<file path="config.mk">
export PLATFORM = sky130hd
export DESIGN_NAME = msrc_mode_config
export DESIGN_NICKNAME = d
export VERILOG_FILES = /design/src/verilog/msrc_pkg.sv /design/src/verilog/msrc_mode_config.sv /design/src/verilog/msrc_strap_decode.sv
export SDC_FILE = /design/constraint.sdc
export NUM_CORES = 1
export LEC_CHECK = 0
export ABC_AREA = 1
export BUFFER_PORTS_ARGS = -buffer_cell sky130_fd_sc_hd__clkbuf_2
export CAP_MARGIN = 30
export CORE_ASPECT_RATIO = 1.5
export CORE_MARGIN = 4
export CORE_UTILIZATION = 49
export CTS_BUF_LIST = sky130_fd_sc_hd__clkbuf_4 sky130_fd_sc_hd__clkbuf_8
export CTS_CLUSTER_DIAMETER = 150
export CTS_CLUSTER_SIZE = 8
export DETAILED_ROUTE_END_ITERATION = 6
export GPL_ROUTABILITY_DRIVEN = 0
export GPL_TIMING_DRIVEN = 0
export PLACE_DENSITY = 0.7
export SLEW_MARGIN = 20
export SYNTH_ARGS = -nofsm -noshare
export SYNTH_HDL_FRONTEND = slang
export SYNTH_HIERARCHICAL = 1
export SYNTH_SLANG_ARGS = --single-unit
export TNS_END_PERCENT = 1
</file>
<file path="constraint.sdc">
create_clock -name mclk -period 3.9 [get_ports mclk]
set_input_delay 0.39 -clock mclk [delete_from_list [all_inputs] [get_ports mclk]]
set_output_delay 0.39 -clock mclk [all_outputs]
set_load 0.1 [all_outputs]
</file>
<file path="src/verilog/msrc_pkg.sv">
// shared constants and types of the mode strap and repeater configuration block
package msrc_pkg;

	// ------------------------------------------------------------------
	// register indices reached over the two-wire target
	// ------------------------------------------------------------------
	localparam int MSRC_REG_NUM = 32;
	localparam logic [7:0] MSRC_REG_DEV_ID = 8'h00;
	localparam logic [7:0] MSRC_REG_SEC_AUDIO = 8'h12;
	localparam logic [7:0] MSRC_REG_MODE_OVR = 8'h13;
	localparam logic [7:0] MSRC_REG_GPIO_EN = 8'h14;
	localparam logic [7:0] MSRC_REG_ALIAS_ID = 8'h15;
	localparam logic [7:0] MSRC_REG_ALIAS_TGT = 8'h18;
	localparam logic [7:0] MSRC_REG_AUDIO_PATH = 8'h1B;
	localparam logic [7:0] MSRC_REG_STATUS = 8'h1C;
	localparam int MSRC_ALIAS_NUM = 3;

	// ------------------------------------------------------------------
	// field positions
	// ------------------------------------------------------------------
	localparam int MSRC_BIT_ID_OVR = 0;
	localparam int MSRC_BIT_SEC_AUDIO = 0;
	localparam int MSRC_BIT_OVR_EN = 0;
	localparam int MSRC_BIT_OVR_FREQ = 1;
	localparam int MSRC_BIT_OVR_REP = 2;
	localparam int MSRC_BIT_OVR_BC = 3;
	localparam int MSRC_BIT_OVR_CHB = 4;
	localparam int MSRC_BIT_AUDIO_SERIAL = 0;
	localparam int MSRC_GPIO_W = 4;

	// ------------------------------------------------------------------
	// strap tables and bus constants
	// ------------------------------------------------------------------
	localparam logic [6:0] MSRC_ADDR_TABLE [0:8] = '{7'h0C, 7'h0D, 7'h0E, 7'h0F, 7'h10,
		7'h13, 7'h14, 7'h15, 7'h1B};
	localparam logic [3:0] MSRC_ADDR_CODES = 4'h9;
	localparam logic [3:0] MSRC_BITS_BYTE = 4'h8;
	localparam logic [3:0] MSRC_CNT_ZERO = 4'h0;
	localparam logic [3:0] MSRC_CNT_ONE = 4'h1;
	localparam logic [7:0] MSRC_BYTE_ZERO = 8'h00;
	localparam logic [7:0] MSRC_PTR_ONE = 8'h01;

	typedef enum logic [2:0] {
		MSRC_ST_IDLE,
		MSRC_ST_ADDR,
		MSRC_ST_REG,
		MSRC_ST_WDATA,
		MSRC_ST_RDATA,
		MSRC_ST_ACK,
		MSRC_ST_MACK
	} msrc_phase_e;

	// decoded operating mode
	typedef struct packed {
		logic freq_high;
		logic repeater;
		logic backward_compat;
		logic second_audio;
	} msrc_mode_s;

	// configuration presented to the rest of the serializer
	typedef struct packed {
		msrc_mode_s mode;
		logic video_18bit;
		logic audio_serial;
		logic [MSRC_GPIO_W-1:0] gpio_en;
		logic [6:0] dev_addr;
	} msrc_cfg_s;

	// one forwarded byte toward a downstream target
	typedef struct packed {
		logic valid;
		logic write;
		logic [6:0] target;
		logic [7:0] data;
	} msrc_fwd_s;

	// audio lines after enable gating
	typedef struct packed {
		logic first_data;
		logic second_data;
		logic word_select;
	} msrc_audio_s;

endpackage

</file>
<file path="src/verilog/msrc_mode_config.sv">
// mode strap decode, two-wire target, alias forwarding and interrupt chaining
//
// Function
// - configuration comes from mode strap or from an override register
// - secondary audio on means 18-bit video and second audio input enabled
// - spare-input GPIO only enabled by register, never by strap
// - three alias slots cover three transmitters per receiver, two levels deep
// - repeater mode forwards bus transactions to downstream targets
// - alias addresses reach downstream targets with duplicate addresses
// - repeater audio goes in blanking packets or over serial audio
// - interrupt output is active low, pulled up, driven only low
// - configuration goes over a two-wire serial control bus
// - target address is one of nine chosen by address strap, or register 0x00 bits 7:1 when its bit 0 is set
// - bus clock is sampled and can be driven (stretched)
// - both bus lines are open drain, only pulled low
// - register 0x12 bit 0 also selects secondary audio channel
// - each received write byte is acknowledged by pulling data low
`timescale 1ns/10ps
module msrc_mode_config (
	// clock and reset
	input wire logic mclk,
	input wire logic reset_n,
	// straps
	input wire logic [2:0] mode_strap,
	input wire logic [3:0] address_strap_input,
	// two-wire bus, open drain
	input wire logic scl_in,
	output logic scl_out,
	output logic scl_oe,
	input wire logic sda_in,
	output logic sda_out,
	output logic sda_oe,
	// downstream forwarding
	output msrc_pkg::msrc_fwd_s fwd,
	input wire logic fwd_busy,
	input wire logic [7:0] fwd_rdata,
	// audio
	input wire logic first_audio_data,
	input wire logic second_audio_data,
	input wire logic audio_word_select,
	output msrc_pkg::msrc_audio_s audio,
	// interrupt chaining
	input wire logic interrupt_in_n,
	input wire logic local_int,
	output logic interrupt_out_n,
	output logic interrupt_out_oe,
	// configuration
	output msrc_pkg::msrc_cfg_s cfg
);
	import msrc_pkg::*;

	// ------------------------------------------------------------------
	// state
	// ------------------------------------------------------------------
	typedef struct packed {
		logic loaded;
		logic [2:0] mode_code;
		logic [3:0] addr_code;
		msrc_phase_e ph;
		msrc_phase_e after_ack;
		logic [3:0] cnt;
		logic [7:0] shift;
		logic rw;
		logic own;
		logic [1:0] alias_idx;
		logic [7:0] ptr;
		logic scl_q;
		logic sda_q;
		logic sda_oe;
		logic scl_oe;
		logic stretch;
		logic [MSRC_REG_NUM-1:0][7:0] regs;
		msrc_cfg_s cfg;
		msrc_audio_s audio;
		logic int_oe;
		msrc_fwd_s fwd;
	} msrc_state_s;

	msrc_state_s st;
	msrc_state_s next_st;
	msrc_mode_s strap_mode;
	logic [6:0] strap_addr;
	logic [6:0] dev_addr;
	logic [MSRC_ALIAS_NUM-1:0] alias_hit;
	logic scl_rise;
	logic scl_fall;
	logic bus_start;
	logic bus_stop;
	logic [7:0] rdval;

	// ------------------------------------------------------------------
	// strap decode
	// ------------------------------------------------------------------
	msrc_strap_decode u_decode (
		.mode_code(st.mode_code),
		.addr_code(st.addr_code),
		.mode(strap_mode),
		.addr(strap_addr)
	);

	// strap address unless register id takes over
	assign dev_addr = st.regs[MSRC_REG_DEV_ID][MSRC_BIT_ID_OVR] ?
		st.regs[MSRC_REG_DEV_ID][7:1] : strap_addr;

	// start and stop detection
	// bus events; lines are treated as synchronous inputs
	assign scl_rise = scl_in & ~st.scl_q;
	assign scl_fall = ~scl_in & st.scl_q;
	assign bus_start = scl_in & st.scl_q & st.sda_q & ~sda_in;
	assign bus_stop = scl_in & st.scl_q & ~st.sda_q & sda_in;

	// alias slot match, only live in repeater mode
	genvar gi;
	generate
		for (gi = 0; gi < MSRC_ALIAS_NUM; gi++) begin : g_alias
			assign alias_hit[gi] = st.cfg.mode.repeater &&
				(st.regs[MSRC_REG_ALIAS_ID + gi][7:1] != 7'h00) &&
				(st.regs[MSRC_REG_ALIAS_ID + gi][7:1] == st.shift[7:1]);
		end
	endgenerate

	// read data; status shows the live configuration
	always_comb begin
		if (st.ptr == MSRC_REG_STATUS) begin
			rdval = {st.loaded, st.cfg.audio_serial, st.cfg.video_18bit,
				st.int_oe, st.cfg.mode};
		end else if (st.ptr < MSRC_REG_NUM) begin
			rdval = st.regs[st.ptr[4:0]];
		end else begin
			rdval = MSRC_BYTE_ZERO;
		end
	end

	// ------------------------------------------------------------------
	// next state
	// ------------------------------------------------------------------
	always_comb begin
		msrc_mode_s sel;
		logic [7:0] ovr;
		logic go_read;
		sel = strap_mode;
		ovr = st.regs[MSRC_REG_MODE_OVR];
		go_read = 1'b0;
		next_st = st;
		next_st.fwd.valid = 1'b0;
		next_st.scl_q = scl_in;
		next_st.sda_q = sda_in;
		// one capture of the straps after reset release
		if (!st.loaded) begin
			next_st.loaded = 1'b1;
			next_st.mode_code = mode_strap;
			next_st.addr_code = address_strap_input;
		end
		if (bus_start) begin
			next_st.ph = MSRC_ST_ADDR;
			next_st.cnt = MSRC_CNT_ZERO;
			next_st.sda_oe = 1'b0;
		end else if (bus_stop) begin
			next_st.ph = MSRC_ST_IDLE;
			next_st.sda_oe = 1'b0;
			next_st.scl_oe = 1'b0;
			next_st.stretch = 1'b0;
		end else if (st.stretch) begin
			// hold clock low until downstream read data is back
			if (!fwd_busy) begin
				next_st.stretch = 1'b0;
				next_st.scl_oe = 1'b0;
				next_st.shift = fwd_rdata;
				next_st.sda_oe = ~fwd_rdata[7];
				next_st.cnt = MSRC_CNT_ONE;
			end
		end else if (scl_rise) begin
			if (st.ph == MSRC_ST_ADDR || st.ph == MSRC_ST_REG || st.ph == MSRC_ST_WDATA) begin
				next_st.shift = {st.shift[6:0], sda_in};
				next_st.cnt = st.cnt + MSRC_CNT_ONE;
			end else if (st.ph == MSRC_ST_MACK && sda_in) begin
				// host refused another byte: wait for stop
				next_st.ph = MSRC_ST_IDLE;
			end
		end else if (scl_fall) begin
			case (st.ph)
				MSRC_ST_ADDR: begin
					if (st.cnt == MSRC_BITS_BYTE) begin
						next_st.rw = st.shift[0];
						next_st.own = (st.shift[7:1] == dev_addr);
						next_st.alias_idx = 2'h0;
						for (int i = 0; i < MSRC_ALIAS_NUM; i++) begin
							if (alias_hit[i]) begin
								next_st.alias_idx = 2'(i);
							end
						end
						if (st.shift[7:1] == dev_addr || alias_hit != '0) begin
							next_st.sda_oe = 1'b1;
							next_st.ph = MSRC_ST_ACK;
							if (st.shift[0]) begin
								next_st.after_ack = MSRC_ST_RDATA;
							end else if (st.shift[7:1] == dev_addr) begin
								next_st.after_ack = MSRC_ST_REG;
							end else begin
								next_st.after_ack = MSRC_ST_WDATA;
							end
						end else begin
							next_st.ph = MSRC_ST_IDLE;
						end
					end
				end
				MSRC_ST_REG: begin
					if (st.cnt == MSRC_BITS_BYTE) begin
						next_st.ptr = st.shift;
						next_st.sda_oe = 1'b1;
						next_st.ph = MSRC_ST_ACK;
						next_st.after_ack = MSRC_ST_WDATA;
					end
				end
				MSRC_ST_WDATA: begin
					if (st.cnt == MSRC_BITS_BYTE) begin
						if (st.own) begin
							if (st.ptr < MSRC_REG_NUM && st.ptr != MSRC_REG_STATUS) begin
								next_st.regs[st.ptr[4:0]] = st.shift;
							end
							next_st.ptr = st.ptr + MSRC_PTR_ONE;
						end else begin
							// pass the byte through to the real target
							next_st.fwd.valid = 1'b1;
							next_st.fwd.write = 1'b1;
							next_st.fwd.data = st.shift;
							next_st.fwd.target = st.regs[MSRC_REG_ALIAS_TGT + st.alias_idx][7:1];
						end
						next_st.sda_oe = 1'b1;
						next_st.ph = MSRC_ST_ACK;
						next_st.after_ack = MSRC_ST_WDATA;
					end
				end
				MSRC_ST_RDATA: begin
					if (st.cnt == MSRC_BITS_BYTE) begin
						next_st.sda_oe = 1'b0;
						next_st.ph = MSRC_ST_MACK;
					end else begin
						next_st.shift = {st.shift[6:0], 1'b0};
						next_st.sda_oe = ~st.shift[6];
						next_st.cnt = st.cnt + MSRC_CNT_ONE;
					end
				end
				MSRC_ST_ACK: begin
					next_st.sda_oe = 1'b0;
					next_st.ph = st.after_ack;
					next_st.cnt = MSRC_CNT_ZERO;
					go_read = (st.after_ack == MSRC_ST_RDATA);
				end
				MSRC_ST_MACK: begin
					next_st.ph = MSRC_ST_RDATA;
					go_read = 1'b1;
				end
				default: begin
					next_st.sda_oe = 1'b0;
				end
			endcase
			if (go_read) begin
				if (st.own) begin
					next_st.shift = rdval;
					next_st.sda_oe = ~rdval[7];
					next_st.cnt = MSRC_CNT_ONE;
					next_st.ptr = st.ptr + MSRC_PTR_ONE;
				end else begin
					next_st.fwd.valid = 1'b1;
					next_st.fwd.write = 1'b0;
					next_st.fwd.data = MSRC_BYTE_ZERO;
					next_st.fwd.target = st.regs[MSRC_REG_ALIAS_TGT + st.alias_idx][7:1];
					next_st.stretch = 1'b1;
					next_st.scl_oe = 1'b1;
				end
			end
		end
		// override register replaces the strap-decoded mode
		if (ovr[MSRC_BIT_OVR_EN]) begin
			sel.freq_high = ovr[MSRC_BIT_OVR_FREQ];
			sel.repeater = ovr[MSRC_BIT_OVR_REP];
			sel.backward_compat = ovr[MSRC_BIT_OVR_BC];
			sel.second_audio = ovr[MSRC_BIT_OVR_CHB];
		end
		// register bit also turns on the secondary channel
		sel.second_audio = sel.second_audio | st.regs[MSRC_REG_SEC_AUDIO][MSRC_BIT_SEC_AUDIO];
		next_st.cfg.mode = sel;
		next_st.cfg.video_18bit = sel.second_audio;
		// spare inputs become GPIO by register only
		next_st.cfg.gpio_en = st.regs[MSRC_REG_GPIO_EN][MSRC_GPIO_W-1:0];
		// serial audio path only meaningful in repeater mode
		next_st.cfg.audio_serial = sel.repeater &
			st.regs[MSRC_REG_AUDIO_PATH][MSRC_BIT_AUDIO_SERIAL];
		next_st.cfg.dev_addr = dev_addr;
		// second audio input passes only when enabled
		next_st.audio.first_data = first_audio_data;
		next_st.audio.second_data = st.cfg.mode.second_audio & second_audio_data;
		next_st.audio.word_select = audio_word_select;
		// chain downstream interrupt, pull low only
		next_st.int_oe = (st.cfg.mode.repeater & ~interrupt_in_n) | local_int;
	end

	// state register
	always_ff @(posedge mclk or negedge reset_n) begin
		if (!reset_n) begin
			st <= '0;
			st.scl_q <= 1'b1;
			st.sda_q <= 1'b1;
		end else begin
			st <= next_st;
		end
	end

	// lines only ever pulled low through the enables
	assign scl_out = 1'b0;
	assign sda_out = 1'b0;
	assign interrupt_out_n = 1'b0;
	assign scl_oe = st.scl_oe;
	assign sda_oe = st.sda_oe;
	assign interrupt_out_oe = st.int_oe;
	assign fwd = st.fwd;
	assign audio = st.audio;
	assign cfg = st.cfg;

	// ------------------------------------------------------------------
	// assertions
	// ------------------------------------------------------------------
	a_strap_hold: assert property (@(posedge mclk) disable iff (!reset_n)
		st.loaded |=> $stable(st.mode_code) && $stable(st.addr_code))
		else $error("strap code changed after capture");
	a_mode_strap: assert property (@(posedge mclk) disable iff (!reset_n)
		(st.loaded && !st.regs[MSRC_REG_MODE_OVR][MSRC_BIT_OVR_EN]) |=>
		cfg.mode.repeater == $past(strap_mode.repeater))
		else $error("repeater does not follow strap");
	a_chb_video: assert property (@(posedge mclk) disable iff (!reset_n)
		!cfg.mode.second_audio |=> !audio.second_data && (cfg.video_18bit == cfg.mode.second_audio))
		else $error("second audio passed while disabled");
	a_gpio_reg: assert property (@(posedge mclk) disable iff (!reset_n)
		##1 cfg.gpio_en == $past(st.regs[MSRC_REG_GPIO_EN][MSRC_GPIO_W-1:0]))
		else $error("gpio enable not from register");
	a_sec_reg: assert property (@(posedge mclk) disable iff (!reset_n)
		st.regs[MSRC_REG_SEC_AUDIO][MSRC_BIT_SEC_AUDIO] |=> cfg.mode.second_audio)
		else $error("register did not enable secondary audio");
	a_write_ack: assert property (@(posedge mclk) disable iff (!reset_n)
		(scl_fall && st.ph == MSRC_ST_WDATA && st.cnt == MSRC_BITS_BYTE && !bus_start
		&& !bus_stop && !st.stretch) |=> sda_oe && st.ph == MSRC_ST_ACK)
		else $error("write byte not acknowledged");
	a_addr_strap: assert property (@(posedge mclk) disable iff (!reset_n)
		!st.regs[MSRC_REG_DEV_ID][MSRC_BIT_ID_OVR] |=> cfg.dev_addr == $past(strap_addr))
		else $error("address does not follow strap");
	a_int_chain: assert property (@(posedge mclk) disable iff (!reset_n)
		(cfg.mode.repeater && !interrupt_in_n) |=> interrupt_out_oe && !interrupt_out_n)
		else $error("downstream interrupt not chained");
	a_stretch_cause: assert property (@(posedge mclk) disable iff (!reset_n)
		$rose(scl_oe) |-> !$past(fwd.valid) && fwd.valid && !fwd.write)
		else $error("clock stretched without forwarded read");
	a_fwd_repeat: assert property (@(posedge mclk) disable iff (!reset_n)
		fwd.valid |-> cfg.mode.repeater && !st.own)
		else $error("forwarding outside repeater mode");

endmodule

</file>
<file path="src/verilog/msrc_strap_decode.sv">
// strap code decoder for operating mode and target address
`timescale 1ns/10ps
module msrc_strap_decode (
	// strap codes
	input wire logic [2:0] mode_code,
	input wire logic [3:0] addr_code,
	// decoded values
	output msrc_pkg::msrc_mode_s mode,
	output logic [6:0] addr
);
	import msrc_pkg::*;

	// mode table, one code per strap level
	always_comb begin
		case (mode_code)
			3'h0: mode = '{1'b0, 1'b0, 1'b0, 1'b0};
			3'h1: mode = '{1'b0, 1'b1, 1'b0, 1'b0};
			3'h2: mode = '{1'b0, 1'b1, 1'b0, 1'b1};
			3'h3: mode = '{1'b1, 1'b0, 1'b0, 1'b0};
			3'h4: mode = '{1'b1, 1'b0, 1'b0, 1'b1};
			3'h5: mode = '{1'b1, 1'b1, 1'b0, 1'b0};
			3'h6: mode = '{1'b1, 1'b1, 1'b0, 1'b1};
			default: mode = '{1'b1, 1'b0, 1'b1, 1'b0};
		endcase
	end

	// out-of-range address codes fall back to the lowest address
	always_comb begin
		if (addr_code < MSRC_ADDR_CODES) begin
			addr = MSRC_ADDR_TABLE[addr_code];
		end else begin
			addr = MSRC_ADDR_TABLE[0];
		end
	end

endmodule
</file>
# Word-level counts from Yosys, hierarchy flattened
# Memory sizes are Yosys's and may differ from the RTL's.
# Index checks and enable logic that the tools add are counted.
# classes
n_addsub	3
order_cmp	6
eq_ne	38
mux	108
n_bitwise	25
n_reduce_logical	35
# op_table
operator	n
256-bit two-way mux	4
259-bit two-way mux	2
256-bit bitwise mux	1
17-bit two-way mux	10
8-bit two-way mux	18
12-bit two-way mux	9
8-bit binary-select mux with 5-bit select	2
6-bit two-way mux	13
3-bit two-way mux	14
8-bit demux with 5-bit select	1
30-bit two-way mux	1
7-bit == test	4
7-bit two-way mux	4
4-bit case mux with 7 select lines	1
24-bit two-way mux	1
4-bit two-way mux	6
3-bit == test (second input constant)	7
7-bit nonzero test	3
8-bit case mux with 2 select lines	1
8-bit AND reduction	2
3-bit by 2-bit inequality test with 1-bit output (second input constant)	5
3-bit case mux with 5 select lines	1
3-bit nonzero test	5
7-bit by 6-bit inequality test with 1-bit output (second input constant)	2
44 further kinds	98
# word_totals
register_bits	336
rom_bits	112
out_inout_bits	43
wordCells	279
n_memories	1
# mem_list
name	depth	word_bits	rd	rd_clocked_by_memory_dff	write_ports	line	rtl
(no name shown)	16	7	1	0	0	msrc_strap_decode.sv:30	addr = MSRC_ADDR_TABLE[addr_code];

# Logic depth before layout (Yosys ltp)
# Gate-level depths: netlist of the first run.
# logic_depth
depth_word	22
depth_mapped	21
ltp_nobuf	21

# Modules after synthesis
# The synthesis of the first run kept the hierarchy.
# modules_own_cells
module	n_inst	cells_per_inst	area_each_um2	seq_area_each_um2
msrc_mode_config	1	2104	16837.4	8385.5
msrc_strap_decode	1	28	131.4	0.0

# Worst setup path before layout of the first run
# No wires, ideal clock.
# synth_timing
path_type	register to register
startpoint	register st[300] in the netlist's numbering
endpoint	register (tool-made name)
arrival_time_ps	2906
required_time_ps	3823
slack_ps	917
stages_incl_launch_ff	15
n_path_buf	6
path_cell_list	dfrtp_1 -> clkbuf_1 -> inv_1 -> clkbuf_1 -> clkbuf_1 -> ha_1 -> buf_2 -> nand2_1 -> nor2_2 -> nor4_4 -> buf_4 -> nand3_2 -> clkbuf_1 -> nand2_1 -> o21ai_1
# synth_rtl
item	line	rtl
from (decl)	msrc_mode_config.sv:79	msrc_state_s st;
from (signal assigned)	msrc_mode_config.sv:306	st <= next_st;

==> results of run 1 <==
per-layer routing:
metal  wire length (um)  up-vias  track usage  share of wire
met1              21000     7537        0.359           0.36
met3               5040      285       0.0544          0.086
met4               5170        0        0.224          0.088
met5                  0        -            0              0
li1                   -     7304            -              -
met2              27400      929        0.505           0.47
worst min path at each step:
stage | startpoint | to | slack (ns)
floorplan | reset_n | asynchronous set/reset pin | 0.09
global placement | flip-flop | cfg[7]$_DFF_PN0_ | 0.43
detailed placement | reset_n | audio[2]$_DFF_PN0_ | 0.40
CTS | mode_strap[0] | st[333]$_DFFE_PN0N_ | 0.006
global route | mode_strap[2] | st[335]$_DFFE_PN0N_ | 0.01
finish | mode_strap[0] | st[333]$_DFFE_PN0N_ | 0.02
cell type report:
type | instances | area (um^2)
diodes | 1 | 2.50
plain buffers | 184 | 905
clock inverters | 2 | 16.3
fillers | 3235 | 15400
multi-input cells | 1497 | 7240
inverters | 115 | 435
well taps | 425 | 532
flip-flops and latches | 335 | 8390
clock buffers | 57 | 728
repair buffers | 82 | 574
cell usage after synthesis (all sizes together):
cell	instances	area (um^2)
nor2	202	766
o21bai	1	7.51
o21ai	449	2250
clkbuf	99	372
o221ai	1	8.76
nand3	76	613
and3	2	12.5
xnor2	5	43.8
o31ai	1	7.51
a32oi	1	8.76
a21boi	2	15.0
inv	112	420
a211oi	4	30.0
nand4	16	100
o211ai	4	30.0
o22ai	41	257
nor4	2	27.5
o2111ai	9	78.8
a21oi	63	327
xor2	4	35.0
buf	89	547
ha	10	125
a2bb2oi	1	8.76
nor3	14	70.1
o32ai	1	8.76
dfstp	2	52.6
clkinv	3	11.3
conb	3	11.3
dfrtp	333	8330
mux2	7	78.8
a22o	1	8.76
nand2	541	2040
mux2i	5	50.1
a221oi	9	78.8
o41ai	1	8.76
a22oi	15	113
a31oi	3	18.8
critical path, delay by kind of cell, from the launching register on:
kind	cells	cell delay (ns)
compound gates	1	0.06
fa+ha+maj	1	0.29
buf+inv	5	1.62
flops	1	0.38
simple gates	5	1.15
cells by family (layout without fill, tap and decap cells):
logic type               Yosys count  after routing  share of synthesized area
AND/OR/NAND/NOR                  853            853                      0.214
AO/OA/AOI/OAI                    607            607                      0.192
flip-flops                       335            335                      0.494
buffers and inverters            303            440                     0.0796
multiplexers                      12             12                    0.00760
adder cells (fa/ha/maj)           10             10                    0.00737
XOR/XNOR                           9              9                    0.00465
other                              3              7                   0.000664
metrics by stage:
stage | instance area (um^2) | TNS [ns]
6_report | 18800 | 0
5_1_grt | 18800 | 0
4_1_cts | 18800 | 0
3_5_place_dp | 18000 | -121.70
3_3_place_gp | 17800 | -1678.56
2_1_floorplan | 17000 | 0
placed cells by master, fill, tap and decap left out, drive strengths merged, types with 2 or more instances in the layout:
| cell | netlist | final |
|---|---|---|
| nand2 | 541 | 541 |
| o21ai | 449 | 449 |
| dfrtp | 333 | 333 |
| clkbuf | 99 | 216 |
| nor2 | 202 | 202 |
| inv | 112 | 112 |
| buf | 89 | 95 |
| nand3 | 76 | 76 |
| a21oi | 63 | 63 |
| o22ai | 41 | 41 |
| nand4 | 16 | 16 |
| a22oi | 15 | 15 |
| nor3 | 14 | 14 |
| dlygate4sd3 | 0 | 12 |
| ha | 10 | 10 |
| a221oi | 9 | 9 |
| o2111ai | 9 | 9 |
| mux2 | 7 | 7 |
| conb | 3 | 6 |
| xnor2 | 5 | 5 |
| mux2i | 5 | 5 |
| xor2 | 4 | 4 |
| a211oi | 4 | 4 |
| o211ai | 4 | 4 |
| clkinv | 3 | 3 |
| a31oi | 3 | 3 |
| clkinvlp | 0 | 2 |
| a21boi | 2 | 2 |
| and3 | 2 | 2 |
| dfstp | 2 | 2 |
| nor4 | 2 | 2 |
power breakdown:
group | leakage [nW] | switching, mW | internal [mW]
Combinational | 3.73 | 2.05 | 0.541
Sequential | 4.55 | 0.128 | 3.59
Clock | 0.391 | 1.33 | 1.19
what timing repair did:
item                                   CTS  global route
pin swaps                                0             1
setup endpoints to repair              256           162
endpoints found under the hold margin   70             0
hold buffers                            12             0
resized for setup                        2             0
buffers inserted                         1             1
==> reports/metrics.cfg, run 1 <==
[cts]
cts-buffers-inserted=47
htree_levels=2
clkLatencyLatePin_ns=0.62
cts_sinks=335
path_clk_slew_ns=0.07
cts_tree=yes
clockBufferDepth=3
cts_root_buffer=clkbuf_8

[critical_path]
slowest_stage=nor4_4
cp-start-kind=flip-flop
critical_path.startpoint=st[300]$_DFFE_PN0P_
end_kind=flip-flop
r2r-start=st[300]$_DFFE_PN0P_
worstPathArrival_ns=4.14
cp_max_fo=12
crit_type=flip-flop to flip-flop
path_cells=clkbuf_2 > clkinvlp_4 > ha_1 > buf_2 > nand2_1 > nor2_2 > nor4_4 > buf_4 > nand3_2 > clkbuf_1 > nand2_1 > o21ai_1
reg2regPathDepth=12
required_ns=4.36
rrSetupSlack_ns=0.21
cp_common_cell=nand2_1
slowest_delay_ns=0.47

[detailed_routing]
route.detailed.drc=0
dr.pass1.iters=6
routedWlPerCell_um=21.7
num_vias=16055
drt-vias-per-instance=5.95
drtIter0Drc=1927
drt_wl_total_um=58600
ant_nets=0

[hold_path]
hold_class=primary input to flip-flop
worstHoldPathCells=2

[die]
core-area_um2=34300
die-area_um2=37700
rows=83
dieWidth_um=160
die_y_um=236
initial_core_util=0.495
io_pins=68

[timing]
clock-skew-final_ns=0.0293
setup_slack_ns=0.213
rsz0062_at_grt=false
min_period_over_period=0.945
worst_pin_slew_ns=1.07
maxSlewHeadroom=0.287
holdWs_ns=0.0242
max_freq_mhz=271
finalSetupViolCount=0
drv_slew=0
min_period_ns=3.69
hold_violations=0

[finish]
fin_cells=2698
final_nets=2297
area_growth_pct=10.9
utilization=0.549
drive_gt1_frac=0.116

[logic_synthesis]
syn_area_per_cell_um2=7.96
syn-cell-area_um2=17000
yosysWarningCount=6
synth-seq-area-share=0.494
ys_types=48
ys_ff_latch=335
netlist_instances=2132

[grt]
grt_use_total=0.307
grt_pass1_wl_um=90700
grt_overflow=0
grt_pass1_vias=15826
grt_max_degree=81
antenna_found_initial=1

[placed_design]
dpl_worst_slack_ns=-0.710
port_buffers=64
dpl.hpwl_um=42000
dp.cells=2628

[power_and_ir_drop]
pwr_density_cell_nw_per_um2=469
ir_drop_mv=0.237
leakage_nw=8.67
power_mw=8.83

[flow_run]
drv_cap=0

[status]
outcome=complete, no violations

No activity file was read; power rests on OpenSTA's default activity.
==> run 2, diff against run 1 <==
--- a/config.mk
+++ b/config.mk
@@ -5,7 +5,7 @@
 export SDC_FILE = /design/constraint.sdc
 export NUM_CORES = 1
 export LEC_CHECK = 0
-export ABC_AREA = 1
+export ABC_AREA = 0
 export BUFFER_PORTS_ARGS = -buffer_cell sky130_fd_sc_hd__clkbuf_2
 export CAP_MARGIN = 30
 export CORE_ASPECT_RATIO = 1.5
==> run 2 against run 1 <==
Net effect: critical path depth is 2 lower; largest power group unchanged; maximum frequency shrank 1.6%; clock skew up 0.016 ns; highest routed layer unchanged; area after synthesis barely moved; critical path type unchanged; first-iteration DRC count fell by 47%.
==> reports/metrics.cfg, run 2 <==
[status]
outcome=complete, no violations

[logic_synthesis]
ys_types=74  ; +54%
synth_edf_count=0  ; unchanged
synth_top_area_frac=0.491  ; about the same
synth_common_cells=dfrtp_1 (333), mux2_2 (272), clkbuf_1 (79)
synth.top_cells.by_area=dfrtp_1 (49%), mux2_2 (18%), mux4_2 (8.6%)
synthArstFlopShare=1.00  ; unchanged
ys_ff_latch=335  ; unchanged
syn-cell-area_um2=17000  ; about the same
synthFlopType=dfrtp_1
synth-seq-area-share=0.494  ; about the same
syn_area_per_cell_um2=12.9  ; +61%
yosysWarningCount=6  ; unchanged
synth_area_leader_cell=dfrtp_1
netlist_instances=1321  ; -38%
synth.most_common_cell=dfrtp_1

[critical_path]
crit_type=flip-flop to flip-flop
r2r-start=st[299]$_DFFE_PN0P_
cp-start-kind=flip-flop
reg2regPathDepth=10  ; -2
rrSetupSlack_ns=0.15  ; -0.06 ns
cp_max_fo=10  ; -2
worstPathArrival_ns=4.24  ; +0.10 ns
end_kind=flip-flop
required_ns=4.39  ; +0.03 ns

[grt]
grt_pass1_vias=12173  ; -23%
grt_use_total=0.251  ; -0.0556
grt_max_degree=95  ; +17%
grt_overflow=0  ; unchanged
grt_pass1_wl_um=73200  ; -19%
antenna_found_initial=1  ; unchanged

[power_and_ir_drop]
ir_drop_mv=0.273  ; +15%
leakage_nw=8.94  ; +3.1%
pwr_density_cell_nw_per_um2=416  ; -11%

[detailed_routing]
route.detailed.drc=0  ; unchanged
drt-vias-per-instance=6.17  ; +3.7%
routedWlPerCell_um=25.0  ; +15%
drtIter0Drc=1023  ; -47%
drt_wl_total_um=47600  ; -19%
ant_nets=0  ; unchanged
dr.pass1.iters=7  ; +1
num_vias=11731  ; -27%

[cts]
cts-buffers-inserted=47  ; unchanged
clockBufferDepth=3  ; unchanged
htree_levels=2  ; unchanged
cts_sinks=335  ; unchanged
clkLatencyLatePin_ns=0.60  ; -0.02 ns
cts_tree=yes
path_clk_slew_ns=0.08  ; about the same
cts_root_buffer=clkbuf_8

[finish]
final_cell_mix=dfrtp_1 (333), mux2_2 (272), clkbuf_1 (77)
seq_area_um2=8390  ; unchanged
multi_input_area_um2=7880  ; +8.7%
drive_gt1_frac=0.398  ; +0.282
final_nets=1489  ; -35%
fin_cells=1901  ; -30%
n_fill_cell=2835  ; -12%
final_common_cell=dfrtp_1
utilization=0.555  ; +0.00540
area_growth_pct=12.0

[timing]
rsz0062_at_grt=false
hold_violations=0  ; unchanged
max_freq_mhz=267  ; -1.6%
min_period_over_period=0.961  ; +0.0156
finalSetupViolCount=0  ; unchanged
min_period_ns=3.75  ; +0.0607 ns
drv_slew=0  ; unchanged
worst_pin_slew_ns=0.880  ; -0.190 ns
clock-skew-final_ns=0.0455  ; +0.0163 ns
maxSlewHeadroom=0.414  ; +0.126

[die]
rows=83  ; unchanged
die-area_um2=37800  ; about the same
die_y_um=236  ; about the same
initial_core_util=0.495  ; about the same
core-area_um2=34300  ; unchanged
io_pins=68  ; unchanged
dieWidth_um=160  ; about the same

[placed_design]
dp.cells=1819  ; -31%
port_buffers=64  ; unchanged
dpl.hpwl_um=34800  ; -17%

[hold_path]
worstHoldPathCells=2  ; unchanged
min-delay-start=mode_strap[2]
min_to=st[335]$_DFFE_PN0N_
hold_class=primary input to flip-flop

[flow_run]
drv_cap=0  ; unchanged

[run 2: layer usage]
metal,up-vias,part of all wire,GRT usage
met5,-,0,0
met4,0,0.072,0.153
met3,185,0.053,0.0330
met2,471,0.51,0.436
met1,6005,0.37,0.296
li1,5070,-,-
[run 2: what timing repair did]
item / CTS / global route
gates resized for setup: 4 / 15
buffers inserted: 0 / 2
pin swaps: 0 / 3
hold endpoints to repair: 71 / 0
setup endpoints to repair: 192 / 194
hold buffers: 8 / 0
[run 2: how the worst max path moves through the flow]
stage,from,end,slack [ns],cells past startpoint
2_1_floorplan,st[299]$_DFFE_PN0P_,flip-flop,0.76,10
3_5_place_dp,st[300]$_DFFE_PN0P_,flip-flop,-0.40,9
3_3_place_gp,reset_n,asynchronous set/reset pin,-4.65,1
4_1_cts,st[299]$_DFFE_PN0P_,flip-flop,-0.05,10
5_1_grt,st[299]$_DFFE_PN0P_,flip-flop,0.0006,10
6_report,st[299]$_DFFE_PN0P_,flip-flop,0.15,10
[run 2: power breakdown]
part	internal, mW	total, mW	switching, mW
registers	3.56	3.65	0.0864
clock network	1.31	2.61	1.30
logic	0.406	1.65	1.25
total	5.28	7.91	2.63
[run 2: area by class of cell]
| cell class | instances | area share |
|---|---|---|
| Sequential cell | 335 | 0.441 |
| Clock inverter | 2 | 0.000856 |
| Buffer | 140 | 0.0375 |
| Inverter | 26 | 0.00513 |
| Antenna cell | 1 | 0.000132 |
| Timing Repair Buffer | 81 | 0.0302 |
| Multi-Input combinational cell | 823 | 0.414 |
| Clock buffer | 68 | 0.0427 |
| Tap cell | 425 | 0.0280 |
[run 2: cells by family after synthesis]
group,Yosys count,synth area share
flops,335,0.494
fa+ha+maj,10,0.00737
other cells,3,0.000663
simple gates,227,0.0758
mux,362,0.284
compound gates,186,0.0746
buf+inv,166,0.0472
xor+xnor,32,0.0165
[run 2: per-stage QoR]
step                hold slack, ns  power [mW]  TNS [ns]  setup slack, ns  instance area [um^2]
finish                      0.0296        7.91         0            0.152                 19000
floorplan                   0.0944        4.66         0            0.761                 17000
global placement             0.413        5.27  -1592.41            -4.65                 17800
detailed placement           0.408        5.31    -64.71           -0.395                 18000
CTS                       0.000414        7.93    -0.928          -0.0468                 18900
global route                0.0131        8.20         0         0.000646                 19000
[run 2: worst max-delay path: stages (launching register included)]
cell	delay [ns]
dfrtp_1	0.39
buf_2	0.28
clkbuf_4	0.36
buf_4	0.36
inv_1	0.18
ha_1	0.29
and2_1	0.20
nor4_4	0.39
nand2_4	0.27
nor2_2	0.50
mux2_2	0.40
